<file path="config.mk">
export PLATFORM = sky130hd
export DESIGN_NAME = reverse_brake_regs
export DESIGN_NICKNAME = d
export VERILOG_FILES = /design/src/logic/reverse_brake_pkg.sv /design/src/logic/brake_field_decode.sv /design/src/logic/reverse_brake_regs.sv
export SDC_FILE = /design/constraint.sdc
export NUM_CORES = 1
export LEC_CHECK = 0
export BUFFER_PORTS_ARGS = -buffer_cell sky130_fd_sc_hd__buf_2
export CELL_PAD_IN_SITES_DETAIL_PLACEMENT = 1
export CELL_PAD_IN_SITES_GLOBAL_PLACEMENT = 2
export CORE_ASPECT_RATIO = 0.5
export CORE_MARGIN = 8
export CORE_UTILIZATION = 29
export CTS_CLUSTER_SIZE = 40
export DETAILED_ROUTE_END_ITERATION = 7
export GPL_TIMING_DRIVEN = 0
export MAX_ROUTING_LAYER = met4
export PLACE_DENSITY_LB_ADDON = 0.1
export SYNTH_ARGS = -nofsm -noshare
export SYNTH_HDL_FRONTEND = slang
export SYNTH_SLANG_ARGS = --single-unit
</file>
<file path="constraint.sdc">
create_clock -name clk_i -period 2 [get_ports clk_i]
set_clock_uncertainty 0.15 [all_clocks]
set_input_delay 0.2 -clock clk_i [delete_from_list [all_inputs] [get_ports clk_i]]
set_output_delay 0.2 -clock clk_i [all_outputs]
set_load 0.02 [all_outputs]
</file>
<file path="src/logic/reverse_brake_pkg.sv">
`default_nettype none
package reverse_brake_pkg;
  // Register map
  localparam logic [7:0] CFG_OFFSET = 8'h82;
  localparam logic [7:0] REVERSE_RUN_OFFSET = 8'h80;
  localparam logic [31:0] CFG_RESET = 32'h0000_0000;
  localparam logic [31:0] CFG_WRITE_MASK = 32'h7FFF_FFFF;
  localparam logic [31:0] REVERSE_RUN_MASK = 32'h0800_0000;
  localparam int REVERSE_RUN_BIT = 27;
  localparam logic [31:0] UNMAPPED_DATA = 32'h0000_0000;
  // Field positions
  localparam int LIN_LSB = 27;
  localparam int QUAD_LSB = 23;
  localparam int LIMIT_LSB = 20;
  localparam int KP_LSB = 10;
  localparam int KI_LSB = 0;
  // Gain scaling shifts: Kp = field / 2^7, Ki = field / 2^9
  localparam int KP_FRAC_BITS = 7;
  localparam int KI_FRAC_BITS = 9;
  // Current limit step in percent of full-scale current
  localparam logic [6:0] LIMIT_STEP_PCT = 7'h0A;

  typedef struct packed {
    logic [3:0] lin_code;
    logic [3:0] quad_code;
    logic [2:0] limit_code;
    logic [9:0] kp;
    logic [9:0] ki;
  } brake_cfg_t;

  // Acceleration tables in units of 0.01 Hz/s (or Hz/s^2)
  function automatic logic [19:0] lin_accel(input logic [3:0] c);
    case (c)
      4'h0: lin_accel = 20'h00001;
      4'h1: lin_accel = 20'h00005;
      4'h2: lin_accel = 20'h00064;
      4'h3: lin_accel = 20'h000FA;
      4'h4: lin_accel = 20'h001F4;
      4'h5: lin_accel = 20'h003E8;
      4'h6: lin_accel = 20'h009C4;
      4'h7: lin_accel = 20'h01388;
      4'h8: lin_accel = 20'h01D4C;
      4'h9: lin_accel = 20'h02710;
      4'hA: lin_accel = 20'h061A8;
      4'hB: lin_accel = 20'h0C350;
      4'hC: lin_accel = 20'h124F8;
      4'hD: lin_accel = 20'h186A0;
      4'hE: lin_accel = 20'h30D40;
      default: lin_accel = 20'hF4240;
    endcase
  endfunction : lin_accel

  function automatic logic [19:0] quad_accel(input logic [3:0] c);
    if (c == 4'h0) begin
      quad_accel = 20'h00000;
    end else begin
      quad_accel = lin_accel(c);
    end
  endfunction : quad_accel
endpackage : reverse_brake_pkg
`default_nettype wire

</file>
<file path="src/logic/brake_field_decode.sv">
`timescale 1ns/1ps
`default_nettype none
module brake_field_decode (
  // Raw fields
  input wire reverse_brake_pkg::brake_cfg_t cfg_i,
  input wire logic reverse_run_enable_i,
  // Decoded settings
  output logic [19:0] lin_accel_o,
  output logic [19:0] quad_accel_o,
  output logic [6:0] limit_pct_o,
  output logic [9:0] kp_o,
  output logic [9:0] ki_o
);
  wire [6:0] limit_ext;
  assign limit_ext = {4'h0, cfg_i.limit_code};
  assign lin_accel_o = reverse_run_enable_i ? reverse_brake_pkg::lin_accel(cfg_i.lin_code) : 20'h0;
  assign quad_accel_o = reverse_run_enable_i ?
      reverse_brake_pkg::quad_accel(cfg_i.quad_code) : 20'h0;
  assign limit_pct_o = 7'((limit_ext + 7'h01) * reverse_brake_pkg::LIMIT_STEP_PCT);
  assign kp_o = cfg_i.kp;
  assign ki_o = cfg_i.ki;
endmodule : brake_field_decode
`default_nettype wire

</file>
<file path="src/logic/reverse_brake_regs.sv">
`timescale 1ns/1ps
`default_nettype none
// Operation
// - One 32-bit config register at offset 0x82, reset to zero, bits 30..0 read/write.
// - Bits 30..27 select the reverse linear acceleration from 0.01 to 10000 Hz/s.
// - Bits 26..23 select the reverse quadratic acceleration from 0 to 10000 Hz/s2.
// - Bits 22..20 give the braking bus current limit, 10 percent per code plus 10.
// - Bits 19..10 are the braking proportional gain, value over 128.
// - Bits 9..0 are the braking integral gain, value over 512.
// - Acceleration settings apply only while the reverse run enable bit is set.
module reverse_brake_regs (
  // Clock and reset
  input wire logic clk_i,
  input wire logic resetn_i,
  // Avalon-MM slave
  input wire logic [7:0] address_i,
  input wire logic read_i,
  input wire logic write_i,
  input wire logic [31:0] writedata_i,
  input wire logic [3:0] byteenable_i,
  output logic [31:0] readdata_o,
  output logic waitrequest_o,
  // Decoded settings
  output logic [19:0] lin_accel_o,
  output logic [19:0] quad_accel_o,
  output logic [6:0] limit_pct_o,
  output logic [9:0] kp_o,
  output logic [9:0] ki_o,
  output logic reverse_run_enable_o
);
  logic [31:0] cfg_r;
  logic [31:0] cfg_nxt;
  logic reverse_run_r;
  logic reverse_run_nxt;
  logic ack_r;
  logic [31:0] readdata_r;
  logic [31:0] readdata_nxt;
  wire req;
  wire hit_cfg;
  wire hit_run;
  wire [31:0] be_mask;
  wire [31:0] run_word;
  reverse_brake_pkg::brake_cfg_t cfg_fields;

  // One wait state: answer on the second edge of a request
  assign req = (read_i | write_i) & ~ack_r;
  assign waitrequest_o = (read_i | write_i) & ~ack_r;
  assign hit_cfg = (address_i == reverse_brake_pkg::CFG_OFFSET);
  assign hit_run = (address_i == reverse_brake_pkg::REVERSE_RUN_OFFSET);

  genvar b;
  generate
    for (b = 0; b < 4; b++) begin : g_be
      assign be_mask[b*8 +: 8] = {8{byteenable_i[b]}};
    end
  endgenerate

  // top bit dropped
  // Writes land only on the edge that sees waitrequest low, as the master expects
  assign cfg_nxt = (ack_r && write_i && hit_cfg) ?
      ((cfg_r & ~(be_mask & reverse_brake_pkg::CFG_WRITE_MASK)) |
       (writedata_i & be_mask & reverse_brake_pkg::CFG_WRITE_MASK)) : cfg_r;
  assign reverse_run_nxt = (ack_r && write_i && hit_run && byteenable_i[3]) ?
      writedata_i[reverse_brake_pkg::REVERSE_RUN_BIT] : reverse_run_r;
  assign run_word = reverse_run_r ? reverse_brake_pkg::REVERSE_RUN_MASK : 32'h0000_0000;
  assign readdata_nxt = hit_cfg ? cfg_r :
      (hit_run ? run_word : reverse_brake_pkg::UNMAPPED_DATA);

  always_ff @(posedge clk_i or negedge resetn_i) begin
    if (!resetn_i) begin
      cfg_r <= reverse_brake_pkg::CFG_RESET;
      reverse_run_r <= 1'b0;
      ack_r <= 1'b0;
      readdata_r <= 32'h0000_0000;
    end else begin
      cfg_r <= cfg_nxt;
      reverse_run_r <= reverse_run_nxt;
      ack_r <= req;
      if (req && read_i) begin
        readdata_r <= readdata_nxt;
      end
    end
  end

  assign readdata_o = readdata_r;
  assign reverse_run_enable_o = reverse_run_r;

  assign cfg_fields.lin_code = cfg_r[reverse_brake_pkg::LIN_LSB +: 4];
  assign cfg_fields.quad_code = cfg_r[reverse_brake_pkg::QUAD_LSB +: 4];
  assign cfg_fields.limit_code = cfg_r[reverse_brake_pkg::LIMIT_LSB +: 3];
  assign cfg_fields.kp = cfg_r[reverse_brake_pkg::KP_LSB +: 10];
  assign cfg_fields.ki = cfg_r[reverse_brake_pkg::KI_LSB +: 10];

  brake_field_decode u_decode (
    .cfg_i(cfg_fields),
    .reverse_run_enable_i(reverse_run_r),
    .lin_accel_o(lin_accel_o),
    .quad_accel_o(quad_accel_o),
    .limit_pct_o(limit_pct_o),
    .kp_o(kp_o),
    .ki_o(ki_o)
  );
endmodule : reverse_brake_regs
`default_nettype wire

</file>
* After elaboration in Yosys (flattened, before gate mapping)
Memory sizes are Yosys's and may differ from the RTL's.
Index checks and enable logic that the tools add are counted.
** Cells by class
- Add/subtract/negate cells :: 1
- $mul :: 1
- Equality and inequality tests :: 2
- Multiplexer cells :: 6
- Bitwise logic cells :: 7
- Reduce and logical (&&, ||, !) cells :: 6
** Operator list (number)
- two-way mux 20 bit :: 3
- two-way mux 28 bit :: 2
- AND 32 bit :: 1
- two-way mux 32 bit :: 1
- inverter 31 -> 32 bit :: 1
- bitwise OR 32 x 31 -> 32 bit :: 1
- AND 31 bit :: 1
- == test 8 bit, second input constant :: 2
- multiplier 7 x 3 -> 6 bit, second input constant :: 1
- logical AND 1 bit :: 5
- adder 3 x 1 -> 4 bit, second input constant :: 1
- zero test 4 bit :: 1
- AND 1 bit :: 1
- inverter 1 bit :: 1
- bitwise OR 1 bit :: 1
** Storage, ports and cells
- Flip-flop bits (word level) :: 66
- ROM bits :: 640
- Output and inout bits :: 101
- Logic and storage cells :: 29
- Memories :: 2
** Memories
- (name not given) :: words 16, width 20, read ports 1, clocked after Yosys merged registers in 0, wr ports 0, line reverse_brake_pkg.sv:33 : case (c)
- (name not given) :: words 16, width 20, read ports 1, clocked after Yosys merged registers in 0, wr ports 0, line reverse_brake_pkg.sv:33

* Logic depth before layout (Yosys ltp)
Gate-level depths: netlist of the first run.
- Depth after elaboration :: 3
- Mapped depth :: 6

* Cells and area by module
A second synthesis of the first run with hierarchy kept.
** Unflattened totals
- Cell total of the unflattened synthesis :: 319
- Area, all modules :: 3638.5 µm²
** Modules (own cells, without submodules)
- reverse_brake_regs :: instances 1, cells each 153, area each 2473.6 µm²
- brake_field_decode :: instances 1, cells each 166, area each 1164.9 µm²

* Least setup slack after synthesis of the first run
No wires, ideal clock.
- Kind :: flip-flop to output port
- Start :: register (tool-made name)
- End :: output port quad_accel_o[3]
- Data arrival time :: 1.906 ns
- Data required time :: 1.650 ns
- Path slack :: -0.256 ns
- Cell stages (with the launch flop) :: 5
- Path buffers :: 0
- Cells stage by stage :: dfrtp_1 > inv_1 > ha_1 > or3b_2 > a221oi_1
** RTL lines
- to (decl) :: line reverse_brake_regs.sv:25 : output logic [19:0] quad_accel_o,

==> results of run 1 <==
-- synthesized netlist by cell type --
cell type	number
a311oi_1	2
nand3b_1	1
and4b_1	1
buf_1	1
or4_1	1
nor3b_1	1
a211o_1	1
a221oi_1	1
mux4_2	2
clkbuf_1	13
buf_2	4
mux2_1	2
nor3_2	1
xor2_1	1
nand2_1	10
a211oi_1	6
inv_1	9
nor2b_1	1
nor3_1	3
mux2_2	32
and2_1	2
and3_1	4
clkinv_1	1
nor4_1	1
xnor2_1	2
nand2b_1	4
or3b_2	2
nor2_1	21
dfrtp_1	64
o21ai_0	4
nand3_1	7
buf_4	25
a31oi_1	2
nor3_4	4
a21oi_1	12
a22o_1	30
and2_0	1
ha_1	21
o21a_1	4
mux2i_1	6
or4b_1	2
conb_1	1
-- area by class of cell --
cell class | count | area share
clock inverter | 3 | 0.0110
sequential | 64 | 0.262
tap | 165 | 0.0335
clock buffer | 11 | 0.0394
multi-input combinational | 197 | 0.333
inverter | 10 | 0.00854
buffer | 41 | 0.0522
timing repair buffer | 224 | 0.260
-- final timing paths --
kind	to	slack, ps	cells past startpoint
worst max-delay path	limit_pct_o[5]	-260	7
worst min-delay path	ack_r$_DFF_PN0_	20	3
worst max register to register	readdata_o[3]$_DFFE_PN0P_	250	5
worst min register to register	readdata_o[8]$_DFFE_PN0P_	350	1
max in group asynchronous	async pin	700	2
min in group asynchronous	async pin	380	2
-- cell families (layout without fill, tap and decap cells) --
logic type / after synthesis / count (layout) / synth area share
xor gates and xnor gates: 3 / 3 / 0.00743
AOI/OAI and AO/OA: 62 / 62 / 0.132
buffers and inverters: 53 / 289 / 0.0842
muxes: 42 / 42 / 0.138
adders and majority gates: 21 / 21 / 0.0743
other: 1 / 2 / 0.00106
DFF: 64 / 64 / 0.453
and+or+nand+nor: 67 / 67 / 0.111
-- metrics by stage --
stage	hold slack (ps)	instances	instance area (sq um)	power, W	utilization
2_1_floorplan	-246	314	3580	0.00144	-
3_3_place_gp	269	624	4520	0.00154	0.381
3_5_place_dp	203	624	4520	0.00155	0.382
4_1_cts	14.6	697	5700	0.00329	0.481
5_1_grt	52.4	715	6160	0.00340	0.520
6_report	20.8	715	6160	0.00327	0.520
-- tightest hold or removal path: stages --
cell and delay, ps:
buf_2 90, nor2_1 40, nor2_1 110
-- metal layers --
metal | track usage | vias up | wire length [um]
met4 | 0.0399 | 0 | 190
met3 | 0.0407 | 19 | 633
met5 | - | - | 0
met2 | 0.277 | 89 | 6560
li1 | - | 1567 | -
met1 | 0.183 | 1625 | 5520
-- repair_timing --
action | in CTS | in global routing
pin swaps | 20 | 23
hold buffers | 32 | 0
cloned | 0 | 1
resized for setup | 99 | 75
buffers inserted | 28 | 19
setup endpoints to repair | 42 | 32
endpoints found under the hold margin | 96 | 0
-- where the power goes --
part           total (W)  leakage, nW  internal (W)  switching [W]
clock            0.00164        0.148       0.00111       0.000534
sequential       0.00132        0.873       0.00131      0.0000145
combinational   0.000303         2.09      0.000151       0.000152
total            0.00327         3.11       0.00257       0.000700
==> results.md, run 1 <==
- Failing checks: negative setup slack
- Slew Limit Headroom: 0.443
- Area Growth Syn to Fin: 74.0%
- Worst setup margin: -260 ps
- CTS tree: done
- Core area: 0.0118 sq mm
- 1st-pass router iterations: 4
- Status: complete, but fails checks
- Yosys warnings: 0
- Pwr Density: 531 mW/mm^2
- Peak VDD IR: 0.000381 V
- FMAX: 442 MHz
- Initial core utilization: 0.299
- Fin crit share: 1.13
- Root Buffer: clkbuf_16
- Cell variety after synth: 42
- Fill count: 1299
- Data arrival time of the worst path: 1910 ps
- Top cells by area, synth: dfrtp_1, mux2_2, a22o_1, ha_1, buf_4
- R2R Path Start: ack_r$_DFF_PN0_
- Synthesized instance count: 313
- CP max FO: 3
- Sink Count: 64
- Leakage power of the design: 3.11 nW
- H-tree Lvls: 3
- I/O pins: 149
- Clock slew at reported path FFs: 50 ps
- Worst Setup End Kind: output port
- # port buffers: 145
- Vias in the first global route: 3768
- Yosys reg bits: 64
- Max cap viols: 0
- Commonest non-fill, non-tap cell in the layout: buf_2
- Clock Latency Late Sink: 320 ps
- Die width: 172 um
- Worst path bufs/invs: 1
- Syn avg cell area: 11.3 sq um
- Layout cells sized above 1: 0.640
- Synth top area share: 0.453
- Num CTS Buffers: 9
- Slowest CP cell: dfrtp_2
- CP peak stage delay: 440 ps
- First-pass GRT wire length: 20100 um
- Min Tclk post-route: 2260 ps
- Largest net degree at the start of global routing: 65
- Total GRT Usage: 0.160
- Total grt overflow: 0
- Seq/Total Area, Yosys: 0.453
- Most frequent cells in the layout: buf_2, buf_4, dfrtp_1
- CP delay by family, top: adder cells
- N_diodes: 0
- Worst EP required: 1650 ps
- Hold Violations, Final: 0
- Final nets: 616
- Max-slew violations: 0
- Drt initial violations: 118
- Cell-by-cell trace of the critical path: ha_4 > xor2_4 > ha_4 > ha_4 > xnor2_4 > xnor2_2 > buf_4
- Clock buffer depth: 2
- Final setup TNS: -2130 ps
- Storage cell area: 0.00162 sq mm
- Total number of vias: 3300
- Initial antenna violation count: 0
- Slew @ Worst Pin: 836 ps
- CP most frequent cell: ha_4
- Post-DP HPWL: 8420 um
- Rows: 28
- Final setup violation count: 17
- Area of the multi-input gates: 0.00205 sq mm
- Antenna Nets Post-Route: 0
- Critical path startpoint category: flip-flop
- Setup WS pre-CTS: -395 ps
- Synthesized area: 0.00354 sq mm
- Area leader, netlist: dfrtp_1
- Mean routed wirelength per cell: 18.0 um
- WS Path Type: flip-flop to output port
- Hold_sp: read_i
- Final WL: 12900 um
- Remaining DRCs: 0
- Die area: 0.0162 sq mm
- Routability cong.: 0.790
- Chip height: 94.1 um
- Unrepaired setup endpoints after global routing: yes
- Vias/cell: 4.62
- Worst min path class: input port to flip-flop
Power figures use the tool's default switching activity.
==> inputs of run 2 (changes only) <==
==> constraint.sdc (replaced) <==
create_clock -name clk_i -period 2 [get_ports clk_i]
set_clock_uncertainty 0.15 [all_clocks]
set_input_delay 0.4 -clock clk_i [delete_from_list [all_inputs] [get_ports clk_i]]
set_output_delay 0.4 -clock clk_i [all_outputs]
set_load 0.02 [all_outputs]
==> run 2 against run 1 <==
Against the previous run: the flow still finishes with violations (negative setup slack); setup slack lost 200 ps; clock power down 12%; largest cell class unchanged; critical path type unchanged; via count grew 2.8%; global-route usage is 0.30 points higher.
==> results.md, run 2 (synthesis results as in run 1) <==
- Rows: 28 (unchanged)
- Hold_buf cts: 0 (-100%)
- Clock buffer depth: 2 (unchanged)
- Vias in the first global route: 3862 (+2.5%)
- # port buffers: 145 (unchanged)
- Die area: 0.0162 sq mm (unchanged)
- Commonest non-fill, non-tap cell in the layout: buf_2
- Worst EP required: 1450 ps (-200 ps)
- Peak VDD IR: 0.000366 V (-3.9%)
- Hold Violations, Final: 0 (unchanged)
- Pwr Density: 467 mW/mm^2 (-12%)
- Root Buffer: clkbuf_16
- Fin crit share: 1.23 (+0.101)
- H-tree Lvls: 3 (unchanged)
- Area of the multi-input gates: 0.00231 sq mm (+12%)
- Clock Latency Late Sink: 320 ps (about the same)
- Layout cells sized above 1: 0.750 (+0.110)
- Met3 Use GR: 0.0411 (+0.000419)
- Antenna Nets Post-Route: 0 (unchanged)
- Busiest grt layer: met2
- I/O pins: 149 (unchanged)
- Mean routed wirelength per cell: 19.8 um (+9.8%)
- Reg-to-reg setup timing slack: 160 ps (-90 ps)
- Largest net degree at the start of global routing: 65 (unchanged)
- Final nets: 620 (+0.65%)
- Routability cong.: 0.788 (-0.30%)
- Drt initial violations: 143 (+21%)
- CTS tree: done
- FMAX: 406 MHz (-8.2%)
- First-pass GRT wire length: 20200 um (+0.69%)
- Final WL: 14300 um (+11%)
- N_diodes: 0 (unchanged)
- Final setup violation count: 37 (+20)
- Total grt overflow: 0 (unchanged)
- Worst min path class: input port to async pin
- Area Growth Syn to Fin: 86.2%
- Slew @ Worst Pin: 826 ps (-9.92 ps)
- Max-slew violations: 0 (unchanged)
- 1st-pass router iterations: 4 (unchanged)
- Unrepaired setup endpoints after global routing: yes
- Most frequent cells in the layout: buf_2, buf_4, buf_6, dfrtp_1, a22o_1
- WS Path Type: flip-flop to output port
- Post-DP HPWL: 8770 um (+4.1%)
- Die width: 172 um (unchanged)
- Fin area: 0.00659 sq mm (+7.0%)
- Pwr Total: 0.00307 W (-6.0%)
- Worst Setup End Kind: output port
- Vias/cell: 4.71 (+2.0%)
- Data arrival time of the worst path: 1910 ps (about the same)
- Core area: 0.0118 sq mm (unchanged)
- Initial antenna violation count: 0 (unchanged)
- Max cap viols: 0 (unchanged)
- Slew Limit Headroom: 0.449 (+0.00661)
- Storage cell area: 0.00161 sq mm (about the same)
- Clock slew at reported path FFs: 50 ps (about the same)
- Status: complete, but fails checks
- Met2 usage: 0.287 (+0.00980)
- M1 GR Usage: 0.182 (-0.000684)
- Total number of vias: 3393 (+2.8%)
- Total GRT Usage: 0.163 (+0.00297)
- Worst setup margin: -462 ps (-202 ps)
- Fill count: 1265 (-2.6%)
- Failing checks: negative setup slack
- Non-filler cells, final: 721 (+0.84%)
- Chip height: 94.1 um (unchanged)
- CP max FO: 5 (+2)
- Min Tclk post-route: 2460 ps (+202 ps)
- Area after DPL: 0.00470 sq mm (+4.0%)
- Dpl cells: 624 (unchanged)
- Setup WS pre-CTS: -393 ps (+2.19 ps)
- Sink Count: 64 (unchanged)
- Leakage power of the design: 3.26 nW (+5.0%)
- Num CTS Buffers: 9 (unchanged)
- Critical path startpoint category: flip-flop
- Initial core utilization: 0.299 (unchanged)
- Remaining DRCs: 0 (unchanged)
[run 2: changes by cell type in the layout (fill, tap and decap cells not counted), sizes merged]
cell,change
buf,+37
bufinv,-2
clkinv,+2
clkinvlp,+2
dlygate4sd3,-32
inv,-1
[run 2: metal layers]
layer  share of wire  up-vias
li1                -     1566
met1            0.43     1717
met2            0.51       95
met3           0.053       15
met4           0.011        0
met5               0        -
[run 2: final timing paths]
kind	start	to	cells after the start
max	flip-flop	quad_accel_o[7]	7
min	resetn_i	async pin	1
max reg2reg	ack_r$_DFF_PN0_	readdata_o[28]$_DFFE_PN0P_	5
min reg2reg	readdata_o[8]$_DFFE_PN0P_	readdata_o[8]$_DFFE_PN0P_	1
max in group asynchronous	resetn_i	async pin	1
min in group clk_i	writedata_i[7]	flip-flop	2
[run 2: layout make-up]
| class | instances | area share |
|---|---|---|
| Tap cell | 165 | 0.0313 |
| Timing Repair Buffer | 228 | 0.264 |
| Clock inverter | 4 | 0.00437 |
| Buffer | 41 | 0.0583 |
| Multi-Input combinational cell | 197 | 0.350 |
| Sequential cell | 64 | 0.245 |
| Inverter | 10 | 0.00855 |
| Clock buffer | 12 | 0.0389 |
[run 2: where the power goes]
| group | internal (W) | switching [W] |
|---|---|---|
| clock | 0.000906 | 0.000548 |
| sequential | 0.00131 | 0.0000159 |
| combinational | 0.000139 | 0.000158 |
[run 2: worst max-delay path: stages, from the launching register on]
cell,delay (ps)
dfrtp_2,460
inv_4,70
ha_4,190
buf_6,120
nand2b_4,80
o21ai_4,90
a311oi_2,380
buf_4,210
[run 2: what timing repair did]
action / in CTS / in global routing
gates resized for setup: 189 / 41
setup endpoints to repair: 54 / 56
endpoints found under the hold margin: 0 / 0
pin swaps: 34 / 24
setup buffers: 58 / 29
gates cloned: 2 / 1
[run 2: stage by stage]
stage | hold slack (ps) | setup TNS (ps) | util
final | 12.1 | -8540 | 0.556
after global routing | 84.3 | -10840 | 0.556
after CTS | 131 | -7520 | 0.526
after detailed placement | 340 | -20190 | 0.397
after global placement | 333 | -17250 | 0.397
after floorplan | -45.6 | -1320 | -
==> inputs of run 3 (changes only) <==
--- a/config.mk
+++ b/config.mk
@@ -8,7 +8,7 @@
 export BUFFER_PORTS_ARGS = -buffer_cell sky130_fd_sc_hd__buf_2
 export CELL_PAD_IN_SITES_DETAIL_PLACEMENT = 1
 export CELL_PAD_IN_SITES_GLOBAL_PLACEMENT = 2
-export CORE_ASPECT_RATIO = 0.5
+export CORE_ASPECT_RATIO = 1.75
 export CORE_MARGIN = 8
 export CORE_UTILIZATION = 29
 export CTS_CLUSTER_SIZE = 40
==> run 3 against run 2 <==
Against the previous run: the flow still finishes with violations (negative setup slack); total power is 6.3% higher; global-route usage is 0.43 points higher; combinational power is 4% lower; sequential cell count stayed put; die area is 0.46% lower; final area is 3.5% lower; clock power is 14% higher; wire length is 7.2% lower; critical path depth is 2 lower; critical path type unchanged; largest cell class unchanged; highest routed layer unchanged.
==> results.md, run 3 (synthesis results as in run 1) <==
- Worst EP required: 1450 ps (about the same)
- First-pass GRT wire length: 20500 um (+1.5%)
- Critical path startpoint category: flip-flop
- 1st-pass router iterations: 6 (+2)
- WS Path Type: flip-flop to output port
- Final WL: 13300 um (-7.2%)
- Rows: 53 (+89%)
- Area after DPL: 0.00467 sq mm (-0.69%)
- Setup WS pre-CTS: -372 ps (+20.9 ps)
- Pwr Density: 514 mW/mm^2 (+10%)
- Hold Violations, Final: 0 (unchanged)
- Die width: 99.5 um (-42%)
- Max cap viols: 0 (unchanged)
- Min Tclk post-route: 2430 ps (-27.8 ps)
- Total number of vias: 3278 (-3.4%)
- H-tree Lvls: 3 (unchanged)
- Worst setup margin: -434 ps (+27.8 ps)
- Slew @ Worst Pin: 838 ps (+12.0 ps)
- Post-DP HPWL: 8900 um (+1.4%)
- Data arrival time of the worst path: 1880 ps (-30 ps)
- Seq pwr share: 0.405 (-0.026)
- Clock Latency Late Sink: 320 ps (about the same)
- Pwr Total: 0.00327 W (+6.3%)
- Clock buffer depth: 2 (unchanged)
- Total GRT Usage: 0.167 (+0.00430)
- Fin crit share: 1.22 (-0.0139)
- Initial core utilization: 0.296 (-0.00238)
- Largest net degree at the start of global routing: 65 (unchanged)
- Worst Setup End Kind: output port
- Fin area: 0.00636 sq mm (-3.5%)
- Core area: 0.0119 sq mm (+0.80%)
- Final setup violation count: 33 (-11%)
- Sink Count: 64 (unchanged)
- Gate power share: 0.087 (-0.009)
- Peak VDD IR: 0.000400 V (+9.1%)
- Pint: 0.00253 W (+7.4%)
- Clock power share: 0.508 (+0.035)
- Final Util: 0.533 (-0.0237)
- Die area: 0.0161 sq mm (-0.46%)
- Switch share: 0.227 (-0.00796)
- FMAX: 411 MHz (+1.1%)
- # port buffers: 145 (unchanged)
- Antenna Nets Post-Route: 0 (unchanged)
- Remaining DRCs: 0 (unchanged)
- Area Growth Syn to Fin: 79.7%
- Total grt overflow: 0 (unchanged)
- Initial antenna violation count: 1 (+1)
- Unrepaired setup endpoints after global routing: yes
- Slew Limit Headroom: 0.441 (-0.00802)
- Drt initial violations: 48 (-66%)
- Root Buffer: clkbuf_16
- Vias/cell: 4.87 (+3.5%)
- Chip height: 162 um (+72%)
- Mean routed wirelength per cell: 19.7 um (-0.61%)
- Reg-to-reg setup timing slack: 200 ps (+40 ps)
- Routability cong.: 0.740 (-6.1%)
- Failing checks: negative setup slack
- Max-slew violations: 0 (unchanged)
- Leakage power of the design: 3.15 nW (-3.3%)
- I/O pins: 149 (unchanged)
- Status: complete, but fails checks
- Vias in the first global route: 3778 (-2.2%)
- Worst min path class: input port to async pin
- Commonest non-fill, non-tap cell in the layout: buf_2
- Layout cells sized above 1: 0.738 (-0.0117)
- Num CTS Buffers: 9 (unchanged)
- Switching power: 0.000741 W (+2.7%)
- Clock slew at reported path FFs: 60 ps (about the same)
- CTS tree: done
- Most frequent cells in the layout: buf_2, buf_4, dfrtp_1
- Final nets: 599 (-3.4%)
- CP max FO: 4 (-1)
[run 3: cell count changes in the layout (fill, tap and decap cells not counted), moves of 3 or more]
| cell | change |
|---|---|
| buf_12 | +3 |
| buf_2 | +3 |
| buf_4 | -16 |
| buf_6 | -12 |
| buf_8 | +3 |
| clkbuf_8 | -3 |
| ha_4 | -3 |
| nor2_1 | -3 |
| nor2_2 | +3 |
[run 3: what timing repair did]
action                     in CTS  in global routing
hold buffers                    0                  0
buffers inserted               42                 23
pin swaps                      27                 29
resized for setup             163                 51
gates cloned                    2                  0
setup endpoints to repair      58                 53
[run 3: path summary, 6_finish.rpt]
| check | endpoint | cells past startpoint | start |
|---|---|---|---|
| min in group clk_i | flip-flop | 2 | writedata_i[4] |
| setup reg to reg | readdata_o[3]$_DFFE_PN0P_ | 5 | ack_r$_DFF_PN0_ |
| max in group asynchronous | async pin | 1 | resetn_i |
| hold / removal | async pin | 1 | resetn_i |
| setup / recovery | quad_accel_o[3] | 5 | flip-flop |
| hold reg to reg | readdata_o[0]$_DFFE_PN0P_ | 1 | readdata_o[0]$_DFFE_PN0P_ |
[run 3: power groups by stage]
stage | combinational [W] | clock [W] | sequential [W]
3_3_place_gp | 0.000216 | 0 | 0.00135
6_report | 0.000285 | 0.00166 | 0.00132
5_1_grt | 0.000312 | 0.00176 | 0.00132
3_5_place_dp | 0.000220 | 0 | 0.00135
2_1_floorplan | 0.000110 | 0 | 0.00134
4_1_cts | 0.000274 | 0.00171 | 0.00132
[run 3: per-stage QoR]
stage,cells,hold WS [ps],TNS (ps)
6_report,673,26.5,-7530
5_1_grt,673,98.1,-9750
4_1_cts,655,57.4,-6850
3_5_place_dp,596,340,-22240
3_3_place_gp,596,333,-21530
2_1_floorplan,314,-45.6,-1320
[run 3: final cells by class]
cell class,instances,area [sq um]
Multi-Input combinational cell,197,2230
Clock inverter,6,83.8
Clock buffer,10,229
Timing Repair Buffer,208,1600
Antenna cell,1,2.50
Sequential cell,64,1610
Tap cell,137,171
Inverter,10,56.3
Buffer,40,368
Fill cell,1276,5580
[run 3: layer usage]
layer / up-vias / wire length [um] / GRT usage
li1: 1530 / - / -
met2: 102 / 7450 / 0.303
met5: - / 0 / -
met3: 9 / 718 / 0.0497
met4: 0 / 125 / 0.0519
met1: 1637 / 4960 / 0.166
[run 3: worst max-delay path: stages (launching register included)]
cell	delay, ps
dfrtp_2	450
inv_4	70
ha_4	180
or3b_4	430
a221oi_4	260
buf_6	160
